## src/idw_pkg.sv

```systemverilog
package idw_pkg;

   // ---------------------------------------------------------------
   // Word indices served by the block.
   // ---------------------------------------------------------------
   localparam logic [7:0] W_CAPS = 8'h31;       // Word 49.
   localparam logic [7:0] W_PIO_LEGACY = 8'h33; // Word 51.
   localparam logic [7:0] W_VALID = 8'h35;      // Word 53.
   localparam logic [7:0] W_CUR_CYL = 8'h36;    // Word 54.
   localparam logic [7:0] W_CUR_HEADS = 8'h37;  // Word 55.
   localparam logic [7:0] W_CUR_SPT = 8'h38;    // Word 56.
   localparam logic [7:0] W_CAP_LO = 8'h39;     // Word 57.
   localparam logic [7:0] W_CAP_HI = 8'h3A;     // Word 58.
   localparam logic [7:0] W_MULT = 8'h3B;       // Word 59.
   localparam logic [7:0] W_LBA_LO = 8'h3C;     // Word 60.
   localparam logic [7:0] W_LBA_HI = 8'h3D;     // Word 61.
   localparam logic [7:0] W_MDMA = 8'h3F;       // Word 63.
   localparam logic [7:0] W_PIO_ADV = 8'h40;    // Word 64.
   localparam logic [7:0] W_DMA_MIN = 8'h41;    // Word 65.
   localparam logic [7:0] W_DMA_REC = 8'h42;    // Word 66.
   localparam logic [7:0] W_PIO_MIN = 8'h43;    // Word 67.
   localparam logic [7:0] W_PIO_IORDY = 8'h44;  // Word 68.

   // ---------------------------------------------------------------
   // Field positions.
   // ---------------------------------------------------------------
   localparam int B_STBY = 13;
   localparam int B_IORDY_SUP = 11;
   localparam int B_IORDY_DIS = 10;
   localparam int B_LBA = 9;
   localparam int B_DMA = 8;
   localparam int B_VAL_GEOM = 0;
   localparam int B_VAL_ADV = 1;
   localparam int B_VAL_UDMA = 2;
   localparam int B_MULT_VALID = 8;

   // ---------------------------------------------------------------
   // Fixed values, mode limits and reset values.
   // ---------------------------------------------------------------
   localparam logic [7:0] LEGACY_PIO_BYTE = 8'h02;
   localparam logic [15:0] CYCLE_NS = 16'h0078;
   localparam logic [2:0] MDMA_WORD_MAX = 3'h2;
   localparam logic [2:0] PIO_MODE3 = 3'h3;
   localparam logic [2:0] PIO_MODE4 = 3'h4;
   localparam logic [15:0] RD_DATA_RST = 16'h0000;
   localparam logic [31:0] CAP_RST = 32'h0000_0000;
   localparam int CAP_LATENCY = 2;

endpackage

```

## src/idw_capmul.sv

```systemverilog
`timescale 1ns/1ns

module idw_capmul
   import idw_pkg::*;
(
   input wire logic clk,
   input wire logic sys_rst,
   input wire logic [15:0] cyl,
   input wire logic [15:0] heads,
   input wire logic [15:0] spt,
   output logic [31:0] cap
);

   // ---------------------------------------------------------------
   // Two-stage capacity product.
   // ---------------------------------------------------------------

   logic [31:0] part_ff;
   logic [31:0] cap_ff;
   logic [47:0] nxt_full;

   // Splitting the triple product keeps each multiplier 32 or 48 wide,
   // at the cost of two cycles of lag after a geometry change.
   assign nxt_full = 48'(part_ff) * 48'(spt);

   // First stage multiplies cylinders by heads.
   always_ff @(posedge clk)
   begin
      if (sys_rst)
         part_ff <= CAP_RST;
      else
         part_ff <= 32'(cyl) * 32'(heads);
   end

   // Second stage keeps the low double word only.
   always_ff @(posedge clk)
   begin
      if (sys_rst)
         cap_ff <= CAP_RST;
      else
         cap_ff <= nxt_full[31:0];
   end

   assign cap = cap_ff;

endmodule

```

## src/idw_capwords.sv

```systemverilog
//
// Behaviour
// RQ1: Capabilities bit 13 reads zero; standby timer is maker defined.
// RQ2: Capabilities bit 11 at one reports IORDY supported.
// RQ3: Capabilities bit 10 reads zero; IORDY cannot be disabled.
// RQ4: Capabilities bit 9 reports LBA, bit 8 reports DMA commands.
// RQ5: Word 51 upper byte is 02 hex, the legacy PIO mode.
// RQ6: Word 53 bits 0,1,2 flag words 54-58, 64-70, 88 valid.
// RQ7: Words 54 to 56 give current cylinders, heads, sectors per track.
// RQ8: Words 57 and 58 give the product of current geometry.
// RQ9: Word 59 has bit 8 set and a count of zero or one.
// RQ10: Words 60 and 61 give total LBA addressable sectors.
// RQ11: Word 63 upper byte has at most one bit set.
// RQ12: Bits 8, 9, 10 select DMA modes 0, 1, 2; 15-11 zero.
// RQ13: Word 63 lower byte flags supported modes cumulatively; 7-3 zero.
// RQ14: DMA modes three and above never show in word 63.
// RQ15: Word 64 bit 0 for PIO mode 3, bit 1 for mode 4.
// RQ16: Word 65 gives minimum DMA cycle, not below fastest mode.
// RQ17: Word 66 recommended DMA cycle is never below word 65.
// RQ18: Unsupported words 65 or 66 read zero.
// RQ19: Word 67 filled for PIO mode 3 and up, not below 68.
// RQ20: Word 68 gives fastest PIO cycle with IORDY flow control.
// RQ21: Unsupported words 67 or 68 read zero.
// RQ22: Host keeps its PIO cycle at or above the word 67 value.
// RQ23: Words 65-68 read 120 ns; 65 and 66 zero in removable mode.
// RQ24: One word answered per request from constants and live inputs.
//
`timescale 1ns/1ns

module idw_capwords
   import idw_pkg::*;
(
   input wire logic clk,
   input wire logic sys_rst,
   input wire logic rd_req,
   input wire logic [7:0] rd_index,
   input wire logic iordy_sup,
   input wire logic udma_word_valid,
   input wire logic removable_mode,
   input wire logic [15:0] cur_cyl,
   input wire logic [15:0] cur_heads,
   input wire logic [15:0] cur_spt,
   input wire logic [31:0] lba_total,
   input wire logic mult_one,
   input wire logic mdma_sel_en,
   input wire logic [2:0] mdma_sel_mode,
   input wire logic mdma_sup_en,
   input wire logic [2:0] mdma_sup_mode,
   input wire logic [2:0] pio_max_mode,
   output logic rd_valid,
   output logic [15:0] rd_data,
   output logic rd_hit
);

   // ---------------------------------------------------------------
   // Declarations.
   // ---------------------------------------------------------------

   logic rd_valid_ff;
   logic [15:0] rd_data_ff;
   logic rd_hit_ff;
   logic [15:0] nxt_data;
   logic nxt_hit;
   logic [31:0] cap;
   logic [15:0] w_caps;
   logic [15:0] w_valid;
   logic [15:0] w_mult;
   logic [7:0] mdma_sel_byte;
   logic [7:0] mdma_sup_byte;
   logic [15:0] w_pio_adv;
   logic dma_fields_on;
   logic pio_fields_on;

   // ---------------------------------------------------------------
   // Capacity product.
   // ---------------------------------------------------------------

   // The product is pipelined; geometry is expected to sit still for
   // a few cycles after a translation change before words 57-58 are read.
   idw_capmul u_capmul
   (
      .clk(clk),
      .sys_rst(sys_rst),
      .cyl(cur_cyl),
      .heads(cur_heads),
      .spt(cur_spt),
      .cap(cap) // RQ8
   );

   // ---------------------------------------------------------------
   // Word assembly.
   // ---------------------------------------------------------------

   // Capabilities: standby and IORDY-disable bits stay clear, LBA and
   // DMA are always offered, IORDY support follows the strap input.
   always_comb
   begin
      w_caps = 16'h0000;
      w_caps[B_STBY] = 1'b0; // RQ1
      w_caps[B_IORDY_SUP] = iordy_sup; // RQ2
      w_caps[B_IORDY_DIS] = 1'b0; // RQ3
      w_caps[B_LBA] = 1'b1; // RQ4
      w_caps[B_DMA] = 1'b1; // RQ4
   end

   // Validity flags; the advanced words are always served here.
   always_comb
   begin
      w_valid = 16'h0000;
      w_valid[B_VAL_GEOM] = 1'b1; // RQ6
      w_valid[B_VAL_ADV] = 1'b1; // RQ6
      w_valid[B_VAL_UDMA] = udma_word_valid; // RQ6
   end

   // Multiple setting: the count is clamped to the two legal values.
   always_comb
   begin
      w_mult = 16'h0000;
      w_mult[B_MULT_VALID] = 1'b1; // RQ9
      w_mult[0] = mult_one; // RQ9
   end

   // Selected DMA mode as a one-hot byte; modes past two are reported
   // elsewhere, so they leave the byte empty rather than wrap.
   always_comb
   begin
      mdma_sel_byte = 8'h00;
      if (mdma_sel_en && (mdma_sel_mode <= MDMA_WORD_MAX)) // RQ14
         mdma_sel_byte[mdma_sel_mode] = 1'b1; // RQ11 RQ12
   end

   // Supported DMA modes as a thermometer code, capped at mode two.
   generate
      for (genvar m = 0; m < 8; m++)
      begin : g_sup
         if (m <= 2)
         begin : g_live
            assign mdma_sup_byte[m] = mdma_sup_en &&
               (mdma_sup_mode >= 3'(m)); // RQ13 RQ14
         end
         else
         begin : g_rsvd
            assign mdma_sup_byte[m] = 1'b0; // RQ13
         end
      end
   endgenerate

   // Advanced PIO support bits from the fastest mode offered.
   always_comb
   begin
      w_pio_adv = 16'h0000;
      w_pio_adv[0] = (pio_max_mode >= PIO_MODE3); // RQ15
      w_pio_adv[1] = (pio_max_mode >= PIO_MODE4); // RQ15
   end

   // The DMA timing words exist only with DMA support and never in the
   // removable-card interface; the PIO timing words need mode 3 or up.
   assign dma_fields_on = mdma_sup_en && !removable_mode; // RQ18 RQ23
   assign pio_fields_on = (pio_max_mode >= PIO_MODE3); // RQ19 RQ21

   // ---------------------------------------------------------------
   // Word select.
   // ---------------------------------------------------------------

   // Every word except 57-58, which come from the capacity pipeline, is built
   // from its live inputs at the moment of the request, so a mode change is visible on the next read.
   always_comb
   begin
      nxt_data = 16'h0000;
      nxt_hit = 1'b1;
      case (rd_index)
         W_CAPS: nxt_data = w_caps;
         W_PIO_LEGACY: nxt_data = {LEGACY_PIO_BYTE, 8'h00}; // RQ5
         W_VALID: nxt_data = w_valid;
         W_CUR_CYL: nxt_data = cur_cyl; // RQ7
         W_CUR_HEADS: nxt_data = cur_heads; // RQ7
         W_CUR_SPT: nxt_data = cur_spt; // RQ7
         W_CAP_LO: nxt_data = cap[15:0]; // RQ8
         W_CAP_HI: nxt_data = cap[31:16]; // RQ8
         W_MULT: nxt_data = w_mult;
         W_LBA_LO: nxt_data = lba_total[15:0]; // RQ10
         W_LBA_HI: nxt_data = lba_total[31:16]; // RQ10
         W_MDMA: nxt_data = {mdma_sel_byte, mdma_sup_byte};
         W_PIO_ADV: nxt_data = w_pio_adv;
         W_DMA_MIN: nxt_data = dma_fields_on ? CYCLE_NS : 16'h0000; // RQ16
         W_DMA_REC: nxt_data = dma_fields_on ? CYCLE_NS : 16'h0000; // RQ17
         W_PIO_MIN: nxt_data = pio_fields_on ? CYCLE_NS : 16'h0000; // RQ19
         W_PIO_IORDY: nxt_data = pio_fields_on ? CYCLE_NS : 16'h0000; // RQ20
         default: nxt_hit = 1'b0;
      endcase
   end

   // ---------------------------------------------------------------
   // Answer registers.
   // ---------------------------------------------------------------

   // One answer strobe per request, one cycle after it.
   always_ff @(posedge clk)
   begin
      if (sys_rst)
         rd_valid_ff <= 1'b0;
      else
         rd_valid_ff <= rd_req; // RQ24
   end

   // Data and hit hold their last answer between requests, so a slow
   // reader may sample them after the strobe has gone.
   always_ff @(posedge clk)
   begin
      if (sys_rst)
      begin
         rd_data_ff <= RD_DATA_RST;
         rd_hit_ff <= 1'b0;
      end
      else if (rd_req)
      begin
         rd_data_ff <= nxt_data; // RQ24
         rd_hit_ff <= nxt_hit;
      end
   end

   assign rd_valid = rd_valid_ff;
   assign rd_data = rd_data_ff;
   assign rd_hit = rd_hit_ff;

   logic [47:0] chk_full;
   assign chk_full = 48'(cur_cyl) * 48'(cur_heads) * 48'(cur_spt);
endmodule

```

## config.mk

```make
export PLATFORM = sky130hd
export DESIGN_NAME = idw_capwords
export DESIGN_NICKNAME = d
export VERILOG_FILES = /design/src/idw_pkg.sv /design/src/idw_capmul.sv /design/src/idw_capwords.sv
export SDC_FILE = /design/constraint.sdc
export NUM_CORES = 2
export LEC_CHECK = 0
export BUFFER_PORTS_ARGS = -buffer_cell sky130_fd_sc_hd__buf_2
export CORE_MARGIN = 3
export CORE_UTILIZATION = 55
export DETAILED_ROUTE_END_ITERATION = 16
export GPL_TIMING_DRIVEN = 0
export PLACE_DENSITY = 0.83
export SLEW_MARGIN = 25
export SYNTH_ARGS = -nofsm -noshare
export SYNTH_HDL_FRONTEND = slang
export SYNTH_SLANG_ARGS = --single-unit
```

## constraint.sdc

```tcl
create_clock -name clk -period 8.5 [get_ports clk]
set_clock_uncertainty 0.1 [all_clocks]
set_input_delay 0.425 -clock clk [delete_from_list [all_inputs] [get_ports clk]]
set_output_delay 0.425 -clock clk [all_outputs]
set_load 0.05 [all_outputs]
```

==> impl_metrics.yaml <==
global_routing:
  global_route_wire_length_before_repair_mm: 113
  track_usage_pct: 33.0
  grt_max_degree: 16
  global_route.peak_usage_layer: "met2"
  overflow: 0
  met3_usage_pct: 7.87
  grt_util_met2_pct: 53.1
  first_global_vias: 21000
  grt_antenna_before_repair: 1
  grt_use_met1_pct: 41.0
critical_path:
  setup.worst_path.end_class: "register"
  timing_worst_setup_path_type: "in2reg"
  master_of_the_slowest_instance_on_the_critical_path: "clkbuf_1"
  terminus_of_the_critical_flop_to_flop_path: "u_capmul.cap[29]"
  critical_path_arrival_ps: 7540
  critical-path-top-cell-by-count: "fa_1"
  setup.worst_path.start_class: "input port"
  worstPathRequired_ps: 8640
  top_fanout_value_on_the_critical_path: 10
  regToRegSetupSlack_ps: 1540
  reg2reg_from: "u_capmul.part_ff[12]"
  slowest_stage_delay_cp_ps: 710
  ff2ff_path_depth: 20
  timing.critical_path.cells: "buf_2 -> clkbuf_1 -> clkbuf_1 -> nand2_1 -> fa_1 -> fa_1 -> fa_1 -> inv_1 -> fa_1 -> fa_1 -> inv_1 -> fa_1 -> inv_1 -> ha_1 -> a21oi_1 -> o21bai_1 -> a211oi_1 -> a211oi_2 -> o21a_1 -> o21a_1 -> o21ai_1 -> mux2_1"
cells_and_area:
  finalNonFillerCells: 3315
  layout.cells.most_common: "inv_1"
  finish.utilization_pct: 59.9
  filler_cell_count: 3525
  regArea_sq_um: 1640
  final_layout_size_suffix_gt1_share_pct: 5.61
  nets: 3551
  layout_common_cells: "571 x inv_1, 498 x fa_1, 417 x nand2_1"
  diodes: 0
  multiInputGateArea_sq_um: 18800
  area_growth_syn_to_layout_pct: 6.81
routing:
  dr_total_vias: 19500
  avgViaCountPerCell: 5.89
  routedWlPerCell_microns: 21.5
  route.final.wire_length_mm: 71.3
  drt.antenna.violating_nets: 0
  detail_route.first_pass.iterations: 6
  dr.first_iter.drc_count: 1976
  drc_errors: 0
clock_tree:
  clock_tree.root_cell: "clkbuf_16"
  cts_tree: "done"
  cts.clk_slew.worst_paths_ps: 70
  hold_buffers: 0
  post_cts_buffers: 0
  cts_made_buffers: 9
  clk_path_buf_depth: 2
  postCtsResizedCells: 0
  htree_levels: 3
  clkLatencyLatePin_ps: 360
  clkSinkCount: 82
floorplan:
  placement_rows: 74
  ios: 124
  placeableCoreArea_sq_um: 41100
  die_height_microns: 211
  floorplan.initialDensity_pct: 56.1
  design.die.area_sq_um: 44400
  width_of_the_die_microns: 211
timing:
  final_hold_viol_count: 0
  relSlewSlack_pct: 16.6
  grt_setup_unrepaired: "no"
  final_min_period_over_clock_period_pct: 87.1
  clock.fmax_ghz: 0.135
  setup_ws_ps: 1090
  max_slew_violation_count: 0
  final-setup-viol-count: 0
  final_period_minus_worst_setup_slack_ps: 7410
  worstMarginPinSlew_ps: 1220
  timing.setup.tns_ps: 0
logic_synthesis:
  synthesis.yosys.warnings: 0
  synth_edf_count: 0
  synth-async-reset-ratio_pct: 0
  post_synthesis_instance_area_sq_um: 23000
  synth_seq_area_share_pct: 7.12
  post_synthesis_cells: 2650
  synth_nets: 3423
  synth.ff_latch_count: 82
  yosysUniqueCellTypes: 74
  post_synth.cell_area_avg_sq_um: 8.70
  yosys_most_used_dff: "dfxtp_1"
hold_path:
  min_path_cells: 3
  hold_path_end: "u_capmul.part_ff[0]"
  class_of_the_tightest_hold_or_removal_check: "in2reg"
  min_from: "cur_heads[0]"
placement:
  place_worst_setup_slack_ps: 950
  post-place-cells: 3299
  dp_hpwl_mm: 59.8
  io_buffers: 117
  place.gp.congestion: 1.03
run:
  max_cap_viol_count: 0
run_status:
  outcome: "completed"
==> sequential cells by signal (all words and copies together) (netlist names) <==
signal            count
u_capmul.cap         32
u_capmul.part_ff     32
rd_data              16
rd_hit                1
rd_valid              1
==> synth_stat cells (5+ instances only) <==
master	instances	area [sq um]
nand2_1	417	1570
and3_1	6	37.5
a221oi_1	11	96.3
nand3_1	15	75.1
a21o_1	25	188
or3_1	5	31.3
o21a_1	13	97.6
a22oi_1	11	82.6
inv_1	571	2140
xor2_1	14	123
nor2_1	95	357
a21oi_1	42	210
a222oi_1	13	130
clkbuf_1	112	420
nor3b_1	5	37.5
nor3_1	20	100
o31ai_1	6	45.0
o21ai_0	38	190
and2_1	280	1750
dfxtp_1	82	1640
mux2i_1	10	100
ha_1	169	2110
xnor2_1	50	438
a211oi_1	22	165
nor2b_1	13	81.3
buf_1	7	26.3
a311oi_1	10	87.6
fa_1	498	9970
a2111oi_0	6	52.6
o21bai_1	5	37.5
==> worst max-delay path by stage <==
| stage | cells past startpoint | slack (ps) | startpoint | endpoint |
|---|---|---|---|---|
| 6_report | 22 | 1090 | cur_spt[3] | u_capmul.cap[29] |
| 3_5_place_dp | 22 | 950 | cur_spt[3] | u_capmul.cap[29] |
| 5_1_grt | 22 | 950 | cur_spt[3] | u_capmul.cap[29] |
| 3_3_place_gp | 22 | 1000 | cur_spt[2] | u_capmul.cap[29] |
| 2_1_floorplan | 21 | 2300 | cur_spt[2] | u_capmul.cap[29] |
| 4_1_cts | 22 | 1300 | cur_spt[3] | u_capmul.cap[29] |
==> routing by layer <==
metal	wire length, microns	vias up
li1	-	8226
met1	25300	9673
met2	32300	1248
met3	8500	361
met4	5230	2
met5	7	-
==> area by class of cell <==
class / count / share of cell area [%]
multi-input combinational: 1873 / 76.4
inverter: 572 / 8.72
sequential: 82 / 6.67
tap: 532 / 2.70
timing repair buffer: 117 / 2.38
buffer: 123 / 1.90
clock buffer: 10 / 0.971
clock inverter: 6 / 0.280
==> critical path, delay by kind of cell <==
kind / cells / cell delay (ps)
adders and majority gates: 7 / 3390
buffers and inverters: 6 / 1730
AOI/OAI and AO/OA: 7 / 1450
muxes: 1 / 340
and+or+nand+nor: 1 / 190
==> per-stage QoR <==
step                      area (sq um)  hold WS, ps
after CTS                        24600          278
after detailed placement         24300          377
after global placement           24300          374
after global routing             24600          295
final                            24600          302
after floorplan                  23000          411
==> logic make-up (layout without fill, tap and decap cells) <==
group	count (synthesis)	after routing	synth area share, %
AOI/OAI and AO/OA	244	244	7.57
xor gates and xnor gates	64	64	2.43
adders and majority gates	667	667	52.4
buffers and inverters	695	828	11.3
DFF	82	82	7.12
muxes	14	14	0.630
and+or+nand+nor	884	884	18.5
Power is left out: the tool's default activity adds up to more than one toggle a clock period on the data nets, which glitch-free logic cannot reach.
